--- src/core/lpsm_pkg.sv ---
package lpsm_pkg;

  // clock and timing
  localparam int CLK_PERIOD_NS = 20;
  localparam int GRANT_DELAY_BCLK = 20;
  localparam int STEP_SETTLE_NS = 100;
  localparam int STEP_SETTLE_CLKS =
    (STEP_SETTLE_NS + CLK_PERIOD_NS - 1) / CLK_PERIOD_NS;

  localparam int CNT_W = 8;
  localparam logic [CNT_W-1:0] CNT_ZERO = 8'h00;
  localparam logic [CNT_W-1:0] CNT_ONE = 8'h01;
  localparam logic [CNT_W-1:0] GRANT_DELAY_CNT = CNT_W'(GRANT_DELAY_BCLK);
  localparam logic [CNT_W-1:0] SETTLE_CNT = CNT_W'(STEP_SETTLE_CLKS);

  // widths
  localparam int LP_N = 2;
  localparam int RATIO_W = 6;
  localparam int VID_W = 6;

  // latched event bits
  localparam int EV_N = 6;
  localparam int EV_SMI = 0;
  localparam int EV_INIT = 1;
  localparam int EV_BUS_INIT_N = 2;
  localparam int EV_LINT0 = 3;
  localparam int EV_LINT1 = 4;
  localparam int EV_FSB = 5;
  localparam logic [EV_N-1:0] INTR_MASK = 6'h3B;

  // pin vector layout
  localparam int PIN_N = 8;
  localparam int PIN_STOP_CLOCK_REQUEST_N = 0;
  localparam int PIN_SLP = 1;
  localparam int PIN_RESET = 2;
  localparam int PIN_SMI = 3;
  localparam int PIN_INIT = 4;
  localparam int PIN_BUS_INIT_N = 5;
  localparam int PIN_LINT0 = 6;
  localparam int PIN_LINT1 = 7;
  localparam logic [PIN_N-1:0] PIN_IDLE = 8'h3F;

  typedef enum logic [3:0] {
    ST_NORMAL,
    ST_HALT,
    ST_HALT_SNOOP,
    ST_EH_RATIO_DN,
    ST_EH_VID_DN,
    ST_EHALT,
    ST_EHALT_SNOOP,
    ST_EH_VID_UP,
    ST_EH_RATIO_UP,
    ST_GRANT_ACK,
    ST_GRANT_DELAY,
    ST_GRANT,
    ST_GRANT_SNOOP,
    ST_SLEEP
  } lpsm_state_type;

endpackage

--- src/core/lpsm_top.sv ---
`timescale 1ns/1ps
`default_nettype none
module lpsm_top (
  // clock and reset
  input wire logic CLK,
  input wire logic NRST,
  // front side bus pins
  input wire logic STOP_CLOCK_REQUEST_N,
  input wire logic SLEEP_REQUEST_N,
  input wire logic PROC_RESET_N,
  input wire logic SYSTEM_MGMT_INTERRUPT_N,
  input wire logic SOFT_INIT_N,
  input wire logic BUS_INIT_N,
  input wire logic [1:0] LOCAL_INTERRUPT_PINS,
  output logic PENDING_BREAK_EVENT_N,
  // bus unit
  input wire logic FSB_INTERRUPT_MSG,
  input wire logic SNOOP_START,
  input wire logic SNOOP_DONE,
  output logic STOP_GRANT_ACK_REQ,
  input wire logic STOP_GRANT_ACK_RESPONSE,
  // core
  input wire logic [lpsm_pkg::LP_N-1:0] HALT_OR_MONITOR_WAIT,
  input wire logic EHALT_ENABLE,
  input wire logic [lpsm_pkg::EV_N-1:0] EVENT_ACK,
  output logic [lpsm_pkg::EV_N-1:0] SERVICE_EVENTS,
  output logic [lpsm_pkg::LP_N-1:0] LP_HALTED,
  output logic CORE_INIT,
  output logic STOP_GRANT_ACTIVE,
  output logic CLOCKS_STOPPED,
  // operating point
  input wire logic [lpsm_pkg::RATIO_W-1:0] RATIO_FULL,
  input wire logic [lpsm_pkg::RATIO_W-1:0] RATIO_REDUCED,
  input wire logic [lpsm_pkg::VID_W-1:0] VID_FULL,
  input wire logic [lpsm_pkg::VID_W-1:0] VID_REDUCED,
  output logic [lpsm_pkg::RATIO_W-1:0] CORE_RATIO,
  output logic [lpsm_pkg::VID_W-1:0] VOLTAGE_ID_CODE
);

  lpsm_pkg::lpsm_state_type state_reg;
  lpsm_pkg::lpsm_state_type state_next;
  logic [lpsm_pkg::PIN_N-1:0] pin_raw;
  logic [lpsm_pkg::PIN_N-1:0] pin_f;
  logic [lpsm_pkg::PIN_N-1:0] pin_prev_reg;
  logic [lpsm_pkg::EV_N-1:0] ev_edge;
  logic [lpsm_pkg::EV_N-1:0] pend_reg;
  logic [lpsm_pkg::EV_N-1:0] pend_next;
  logic [lpsm_pkg::EV_N-1:0] service_reg;
  logic [lpsm_pkg::LP_N-1:0] halted_reg;
  logic [lpsm_pkg::LP_N-1:0] halted_next;
  logic [lpsm_pkg::CNT_W-1:0] cnt_reg;
  logic [lpsm_pkg::RATIO_W-1:0] ratio_reg;
  logic [lpsm_pkg::VID_W-1:0] vid_reg;
  logic ratio_low_reg;
  logic vid_low_reg;
  logic ret_halt_reg;
  logic pbe_n_reg;
  logic stop_clock_request_n_a;
  logic sleep_a;
  logic reset_a;
  logic cnt_done;
  logic all_halted;
  logic wake;

  function automatic logic in_grant(input lpsm_pkg::lpsm_state_type s);
    return (s == lpsm_pkg::ST_GRANT) || (s == lpsm_pkg::ST_GRANT_SNOOP);
  endfunction

  function automatic logic ratio_low(input lpsm_pkg::lpsm_state_type s);
    return (s == lpsm_pkg::ST_EH_RATIO_DN) || (s == lpsm_pkg::ST_EH_VID_DN) ||
      (s == lpsm_pkg::ST_EHALT) || (s == lpsm_pkg::ST_EHALT_SNOOP) ||
      (s == lpsm_pkg::ST_EH_VID_UP);
  endfunction

  function automatic logic vid_low(input lpsm_pkg::lpsm_state_type s);
    return (s == lpsm_pkg::ST_EH_VID_DN) || (s == lpsm_pkg::ST_EHALT) ||
      (s == lpsm_pkg::ST_EHALT_SNOOP);
  endfunction

  // pin conditioning
  always_comb begin
    pin_raw = lpsm_pkg::PIN_IDLE;
    pin_raw[lpsm_pkg::PIN_STOP_CLOCK_REQUEST_N] = STOP_CLOCK_REQUEST_N;
    pin_raw[lpsm_pkg::PIN_SLP] = SLEEP_REQUEST_N;
    pin_raw[lpsm_pkg::PIN_RESET] = PROC_RESET_N;
    pin_raw[lpsm_pkg::PIN_SMI] = SYSTEM_MGMT_INTERRUPT_N;
    pin_raw[lpsm_pkg::PIN_INIT] = SOFT_INIT_N;
    pin_raw[lpsm_pkg::PIN_BUS_INIT_N] = BUS_INIT_N;
    pin_raw[lpsm_pkg::PIN_LINT0] = LOCAL_INTERRUPT_PINS[0];
    pin_raw[lpsm_pkg::PIN_LINT1] = LOCAL_INTERRUPT_PINS[1];
  end

  lpsm_pin_sync #(
    .WIDTH(lpsm_pkg::PIN_N),
    .IDLE(lpsm_pkg::PIN_IDLE)
  ) u_pin_sync (
    .clk(CLK),
    .nrst(NRST),
    .pin_in(pin_raw),
    .pin_out(pin_f)
  );

  always_ff @(posedge CLK or negedge NRST) begin
    if (!NRST) begin
      pin_prev_reg <= lpsm_pkg::PIN_IDLE;
    end else begin
      pin_prev_reg <= pin_f;
    end
  end

  assign stop_clock_request_n_a = !pin_f[lpsm_pkg::PIN_STOP_CLOCK_REQUEST_N];
  assign sleep_a = !pin_f[lpsm_pkg::PIN_SLP];
  assign reset_a = !pin_f[lpsm_pkg::PIN_RESET];
  assign cnt_done = (cnt_reg == lpsm_pkg::CNT_ONE);
  assign all_halted = &halted_reg;
  // one wake set for halt and enhanced halt
  assign wake = |pend_reg;

  always_comb begin
    ev_edge = '0;
    ev_edge[lpsm_pkg::EV_SMI] = pin_prev_reg[lpsm_pkg::PIN_SMI] &
      ~pin_f[lpsm_pkg::PIN_SMI];
    ev_edge[lpsm_pkg::EV_INIT] = pin_prev_reg[lpsm_pkg::PIN_INIT] &
      ~pin_f[lpsm_pkg::PIN_INIT];
    ev_edge[lpsm_pkg::EV_BUS_INIT_N] = pin_prev_reg[lpsm_pkg::PIN_BUS_INIT_N] &
      ~pin_f[lpsm_pkg::PIN_BUS_INIT_N];
    ev_edge[lpsm_pkg::EV_LINT0] = ~pin_prev_reg[lpsm_pkg::PIN_LINT0] &
      pin_f[lpsm_pkg::PIN_LINT0];
    ev_edge[lpsm_pkg::EV_LINT1] = ~pin_prev_reg[lpsm_pkg::PIN_LINT1] &
      pin_f[lpsm_pkg::PIN_LINT1];
    ev_edge[lpsm_pkg::EV_FSB] = FSB_INTERRUPT_MSG;
  end

  always_comb begin
    pend_next = (pend_reg & ~(EVENT_ACK &
      {lpsm_pkg::EV_N{state_reg == lpsm_pkg::ST_NORMAL}})) |
      (ev_edge & {lpsm_pkg::EV_N{state_reg != lpsm_pkg::ST_SLEEP}});
    if (reset_a) begin
      pend_next = '0;
    end
  end

  always_comb begin
    halted_next = halted_reg;
    if (wake && ((state_reg == lpsm_pkg::ST_NORMAL) ||
        (state_reg == lpsm_pkg::ST_HALT) ||
        (state_reg == lpsm_pkg::ST_EHALT))) begin
      halted_next = '0;
    end
    if (state_reg == lpsm_pkg::ST_NORMAL) begin
      halted_next = halted_next | HALT_OR_MONITOR_WAIT;
    end
    if (reset_a) begin
      halted_next = '0;
    end
  end

  always_comb begin
    state_next = state_reg;
    if (reset_a) begin
      // reset keeps stop grant, else back to normal
      state_next = in_grant(state_reg) ? lpsm_pkg::ST_GRANT :
        lpsm_pkg::ST_NORMAL;
    end else begin
      case (state_reg)
        lpsm_pkg::ST_NORMAL: begin
          if (stop_clock_request_n_a) begin
            state_next = lpsm_pkg::ST_GRANT_ACK;
          end else if (all_halted && !wake) begin
            state_next = EHALT_ENABLE ? lpsm_pkg::ST_EH_RATIO_DN :
              lpsm_pkg::ST_HALT;
          end
        end
        lpsm_pkg::ST_HALT: begin
          if (wake) begin
            state_next = lpsm_pkg::ST_NORMAL;
          end else if (stop_clock_request_n_a) begin
            state_next = lpsm_pkg::ST_GRANT_ACK;
          end else if (SNOOP_START) begin
            state_next = lpsm_pkg::ST_HALT_SNOOP;
          end
        end
        lpsm_pkg::ST_HALT_SNOOP: begin
          if (SNOOP_DONE) begin
            state_next = lpsm_pkg::ST_HALT;
          end
        end
        lpsm_pkg::ST_EH_RATIO_DN: begin
          if (cnt_done) begin
            state_next = lpsm_pkg::ST_EH_VID_DN;
          end
        end
        lpsm_pkg::ST_EH_VID_DN: begin
          if (cnt_done) begin
            state_next = lpsm_pkg::ST_EHALT;
          end
        end
        lpsm_pkg::ST_EHALT: begin
          if (wake || stop_clock_request_n_a) begin
            state_next = lpsm_pkg::ST_EH_VID_UP;
          end else if (SNOOP_START) begin
            state_next = lpsm_pkg::ST_EHALT_SNOOP;
          end
        end
        lpsm_pkg::ST_EHALT_SNOOP: begin
          if (SNOOP_DONE) begin
            state_next = lpsm_pkg::ST_EHALT;
          end
        end
        lpsm_pkg::ST_EH_VID_UP: begin
          if (cnt_done) begin
            state_next = lpsm_pkg::ST_EH_RATIO_UP;
          end
        end
        lpsm_pkg::ST_EH_RATIO_UP: begin
          if (cnt_done) begin
            state_next = all_halted ? lpsm_pkg::ST_HALT :
              lpsm_pkg::ST_NORMAL;
          end
        end
        lpsm_pkg::ST_GRANT_ACK: begin
          if (STOP_GRANT_ACK_RESPONSE) begin
            state_next = lpsm_pkg::ST_GRANT_DELAY;
          end
        end
        lpsm_pkg::ST_GRANT_DELAY: begin
          if (cnt_done) begin
            state_next = lpsm_pkg::ST_GRANT;
          end
        end
        lpsm_pkg::ST_GRANT: begin
          if (!stop_clock_request_n_a) begin
            state_next = ret_halt_reg ? lpsm_pkg::ST_HALT :
              lpsm_pkg::ST_NORMAL;
          end else if (sleep_a) begin
            state_next = lpsm_pkg::ST_SLEEP;
          end else if (SNOOP_START) begin
            state_next = lpsm_pkg::ST_GRANT_SNOOP;
          end
        end
        lpsm_pkg::ST_GRANT_SNOOP: begin
          if (SNOOP_DONE) begin
            state_next = lpsm_pkg::ST_GRANT;
          end
        end
        lpsm_pkg::ST_SLEEP: begin
          // wake from sleep into stop grant
          if (!sleep_a) begin
            state_next = lpsm_pkg::ST_GRANT;
          end
        end
        default: begin
          state_next = lpsm_pkg::ST_NORMAL;
        end
      endcase
    end
  end

  always_ff @(posedge CLK or negedge NRST) begin
    if (!NRST) begin
      state_reg <= lpsm_pkg::ST_NORMAL;
    end else begin
      state_reg <= state_next;
    end
  end

  always_ff @(posedge CLK or negedge NRST) begin
    if (!NRST) begin
      cnt_reg <= lpsm_pkg::CNT_ZERO;
    end else if (state_next != state_reg) begin
      cnt_reg <= (state_next == lpsm_pkg::ST_GRANT_DELAY) ?
        lpsm_pkg::GRANT_DELAY_CNT - lpsm_pkg::CNT_ONE :
        lpsm_pkg::SETTLE_CNT;
    end else if (cnt_reg != lpsm_pkg::CNT_ZERO) begin
      cnt_reg <= cnt_reg - lpsm_pkg::CNT_ONE;
    end
  end

  always_ff @(posedge CLK or negedge NRST) begin
    if (!NRST) begin
      ret_halt_reg <= 1'b0;
    end else if (state_next == lpsm_pkg::ST_GRANT_ACK &&
        state_reg != lpsm_pkg::ST_GRANT_ACK) begin
      ret_halt_reg <= (state_reg == lpsm_pkg::ST_HALT);
    end
  end

  always_ff @(posedge CLK or negedge NRST) begin
    if (!NRST) begin
      ratio_low_reg <= 1'b0;
      vid_low_reg <= 1'b0;
      ratio_reg <= '0;
      vid_reg <= '0;
    end else begin
      ratio_low_reg <= ratio_low(state_next);
      vid_low_reg <= vid_low(state_next);
      ratio_reg <= ratio_low(state_next) ? RATIO_REDUCED : RATIO_FULL;
      vid_reg <= vid_low(state_next) ? VID_REDUCED : VID_FULL;
    end
  end

  always_ff @(posedge CLK or negedge NRST) begin
    if (!NRST) begin
      pend_reg <= '0;
      service_reg <= '0;
      halted_reg <= '0;
      pbe_n_reg <= 1'b1;
    end else begin
      pend_reg <= pend_next;
      service_reg <= (state_next == lpsm_pkg::ST_NORMAL) ? pend_next : '0;
      halted_reg <= halted_next;
      pbe_n_reg <= !(in_grant(state_next) &&
        |(pend_next & lpsm_pkg::INTR_MASK));
    end
  end

  assign PENDING_BREAK_EVENT_N = pbe_n_reg;
  assign STOP_GRANT_ACK_REQ = (state_reg == lpsm_pkg::ST_GRANT_ACK);
  assign SERVICE_EVENTS = service_reg;
  assign LP_HALTED = halted_reg;
  // core initialize while reset pin held
  assign CORE_INIT = reset_a;
  assign STOP_GRANT_ACTIVE = in_grant(state_reg);
  assign CLOCKS_STOPPED = (state_reg == lpsm_pkg::ST_SLEEP);
  assign CORE_RATIO = ratio_reg;
  assign VOLTAGE_ID_CODE = vid_reg;
endmodule
`default_nettype wire

--- src/core/lpsm_pin_sync.sv ---
`timescale 1ns/1ps
`default_nettype none
module lpsm_pin_sync #(
  parameter int WIDTH = 1,
  parameter logic [WIDTH-1:0] IDLE = '0
) (
  // clock and reset
  input wire logic clk,
  input wire logic nrst,
  // raw pins and cleaned levels
  input wire logic [WIDTH-1:0] pin_in,
  output logic [WIDTH-1:0] pin_out
);

  logic [WIDTH-1:0] s1_reg;
  logic [WIDTH-1:0] s2_reg;
  logic [WIDTH-1:0] s3_reg;
  logic [WIDTH-1:0] out_reg;
  logic [WIDTH-1:0] differ;

  // three stage chain
  always_ff @(posedge clk or negedge nrst) begin
    if (!nrst) begin
      s1_reg <= IDLE;
      s2_reg <= IDLE;
      s3_reg <= IDLE;
    end else begin
      s1_reg <= pin_in;
      s2_reg <= s1_reg;
      s3_reg <= s2_reg;
    end
  end

  assign differ = s2_reg ^ s3_reg;

  // accept a level once stages two and three agree
  always_ff @(posedge clk or negedge nrst) begin
    if (!nrst) begin
      out_reg <= IDLE;
    end else begin
      out_reg <= (~differ & s3_reg) | (differ & out_reg);
    end
  end

  assign pin_out = out_reg;

endmodule
`default_nettype wire

--- config.mk ---
export PLATFORM = sky130hd
export DESIGN_NAME = lpsm_top
export DESIGN_NICKNAME = d
export VERILOG_FILES = /design/src/core/lpsm_pkg.sv /design/src/core/lpsm_top.sv /design/src/core/lpsm_pin_sync.sv
export SDC_FILE = /design/constraint.sdc
export NUM_CORES = 1
export LEC_CHECK = 0
export ABC_AREA = 1
export BUFFER_PORTS_ARGS = -buffer_cell sky130_fd_sc_hd__buf_2
export CAP_MARGIN = 20
export CORE_MARGIN = 8
export CORE_UTILIZATION = 25
export DETAILED_ROUTE_END_ITERATION = 12
export GPL_ROUTABILITY_DRIVEN = 0
export PLACE_DENSITY = 0.52
export SLEW_MARGIN = 20
export SYNTH_ARGS = -nofsm -noshare
export SYNTH_HDL_FRONTEND = slang
export SYNTH_SLANG_ARGS = --single-unit
--- constraint.sdc ---
create_clock -name CLK -period 3.2 [get_ports CLK]
set_input_delay 0.32 -clock CLK [delete_from_list [all_inputs] [get_ports CLK]]
set_output_delay 0.32 -clock CLK [all_outputs]
set_load 0.005 [all_outputs]
==> key figures <==
Run status
  • Status: finished clean

Floorplan
  • I/O Pins: 72
  • # rows: 43
  • Die Wd: 133 um
  • DIE AREA: 0.0177 mm2
  • Standard cell core area: 0.0137 mm2
  • Die H: 133 um
  • Initial Util: 25.1%

Global routing
  • Global-route wire length before repair: 13,700 um
  • Pin count of the biggest net entering global routing: 78
  • Initial antenna violation count: 0
  • Gr ovfl total: 0
  • Vias in the first global route: 2,887
  • Global Route Usage Sum: 9.64%

CTS
  • CTS tree: done
  • Post-CTS setup buffers: 0
  • H-tree depth: 3
  • Clk pin slew, worst setup/hold paths: 0.06 ns
  • CTS max path bufs: 2
  • Number of buffers created by CTS: 9
  • Clock Sink Count: 77
  • CTS Root Cell: clkbuf_16
  • Worst skew pair latency: 0.33 ns
  • CTS resizes: 0
  • Hold buffers post-CTS: 0

Timing
  • Final Hold Viols: 0
  • Setup TNS: 0 ns
  • Max frequency: 431 MHz
  • Slew Limit Fails: 0
  • RSZ-0062 raised after global routing: false
  • Worst slew margin: 37.3%
  • Minimum clock period: 2.32 ns
  • Final Setup Violations: 0
  • Period Utilization, post-route: 72.5%
  • Worst hold margin: 0.0846 ns
  • Tightest Pin Transition: 0.941 ns
  • Fin worst setup slack: 0.880 ns
  • Clk_skew: 0.00587 ns

Final layout
  • Multi-input gate area: 0.00129 mm2
  • Layout filler cell count: 1,448
  • Non-filler cells, final: 646
  • Nets: 510
  • Area Overhead vs Synth: 24.5%
  • Share of post-route cells with drive strength above 1: 31.5%
  • Inserted Diodes: 0
  • Sequential cell area: 0.00196 mm2

Drt
  • ANT nets after route: 0
  • Routed len/inst: 12.8 um
  • Total number of vias: 2,754
  • Drt via density: 4.26
  • 1st-iter DRT viols: 159
  • DRC errors left: 0
  • Drt first pass iters: 4
  • Drt total wl: 8280 um

Placement
  • Detailed Place HPWL: 6200 um
  • Placed cells: 630
  • Place WS: 0.902 ns
  • Buffers on Ports: 71

Hold path
  • HP Class: input port to flip-flop
  • Hold Path Origin: SLEEP_REQUEST_N
  • WHS Path Cells: 1

Worst setup path
  • Cells on worst reg2reg path: 14
  • Setup crit end kind: flip-flop
  • Startpoint types: flip-flop
  • Critical Path AT: 2.52 ns
  • CP max FO: 12
  • Critical path class: flip-flop to flip-flop
  • Crit path required time: 3.40 ns

Logic synthesis
  • Synth top area cells: dfrtp_1 (36%), dfstp_2 (21%), nand2_1 (11%)
  • Synth top cells by count: nand2_1 (102), dfrtp_1 (49), nor2_1 (42)
  • Number of flops mapped to enable cells by yosys: 0
  • Mean post-synth cell area: 8.98 um2
  • Leading area contributor after synthesis: dfrtp_1
  • Most frequent cell after synthesis: nand2_1
  • Post-Syn Nets: 431
  • Share of the synthesized area in the top cell type: 35.7%
  • Sequential area share after synthesis: 57.2%
  • #FFs+latches synth: 77
  • Synth Warn #: 0
  • Mapped Area: 0.00343 mm2
  • Top_reg_cell synth: dfrtp_1
  • Async set-reset flop share out of synthesis: 100%
  • Cells after synthesis: 382
  • Synth cell types: 31

Power
  • Maximum VDD drop: 263 uV
  • Lkg Pwr: 2.14 nW
  • Pwr per Cell Area: 659 mW/mm2
  • Power Total: 2.81 mW

Flow run
  • Max Cap Violations: 0
[power breakdown]
group / internal (mW) / switching, mW / leakage [nW]
logic: 0.233 / 0.462 / 1.10
registers: 1.10 / 0.0800 / 0.907
clock network: 0.532 / 0.404 / 0.130
total: 1.87 / 0.946 / 2.14
[per-stage QoR]
stage                     utilization, %  area (um2)
after floorplan                        -        3430
after global placement              29.2        4000
after detailed placement            29.2        4000
after CTS                           31.2        4270
after global routing                31.2        4270
final                               31.2        4270
[worst max-delay path, cell delays in order, from the launching register on]
cell,delay (ns)
dfstp_2,0.58
inv_2,0.10
or2_0,0.21
nand2_1,0.07
nor2_1,0.05
nor2_1,0.10
nand2_1,0.06
nor2_1,0.12
nand3_2,0.08
nand2_1,0.09
inv_2,0.07
nand2_1,0.09
nand3_1,0.32
nand2_1,0.15
o21ai_1,0.08
[final timing paths]
kind	endpoint	slack [ns]
worst max-delay path	VOLTAGE_ID_CODE[5]$_DFF_PN0_	0.88
worst min-delay path	u_pin_sync.s1_reg[1]$_DFF_PN1_	0.08
worst max register to register	VOLTAGE_ID_CODE[5]$_DFF_PN0_	0.88
worst min register to register	u_pin_sync.s2_reg[6]$_DFF_PN0_	0.35
max in group asynchronous	u_pin_sync.s2_reg[7]$_DFF_PN0_	2.46
min in group asynchronous	VOLTAGE_ID_CODE[2]$_DFF_PN0_	0.12
[area by class of cell]
class                           count  share of cell area (%)
Clock inverter                      6                    1.08
Clock buffer                       10                    5.36
Inverter                           42                    3.69
Timing Repair Buffer               71                    8.38
Multi-Input combinational cell    260                    30.3
Tap cell                          180                    5.27
Sequential cell                    77                    45.9
[layer usage]
metal,track usage [%],share of wire [%],wire [um]
met1,11.6,45,3750
met2,15.5,47,3920
met3,2.07,4.2,345
met4,5.93,3.0,250
met5,0,0,0
[kinds of logic (layout without fill, tap and decap cells)]
logic type,after synthesis,after routing,synth area share [%]
compound gates,38,38,6.24
buf+inv,45,129,5.14
xor+xnor,3,3,0.766
fa+ha+maj,10,10,3.06
simple gates,209,209,27.6
flops,77,77,57.2
[placed cells by master (no fill, tap or decap), types with 4 or more instances in the layout]
| cell type | count |
|---|---|
| nand2_1 | 102 |
| buf_2 | 70 |
| dfrtp_1 | 49 |
| nor2_1 | 42 |
| inv_1 | 31 |
| dfstp_2 | 28 |
| nand3_1 | 28 |
| a21oi_1 | 14 |
| o21ai_1 | 11 |
| inv_2 | 10 |
| nand2_2 | 10 |
| clkbuf_16 | 9 |
| maj3_1 | 8 |
| nand3b_1 | 7 |
| o21ai_0 | 6 |
| nor2_2 | 5 |
| nor3_1 | 4 |
Power figures use the tool's default switching activity.
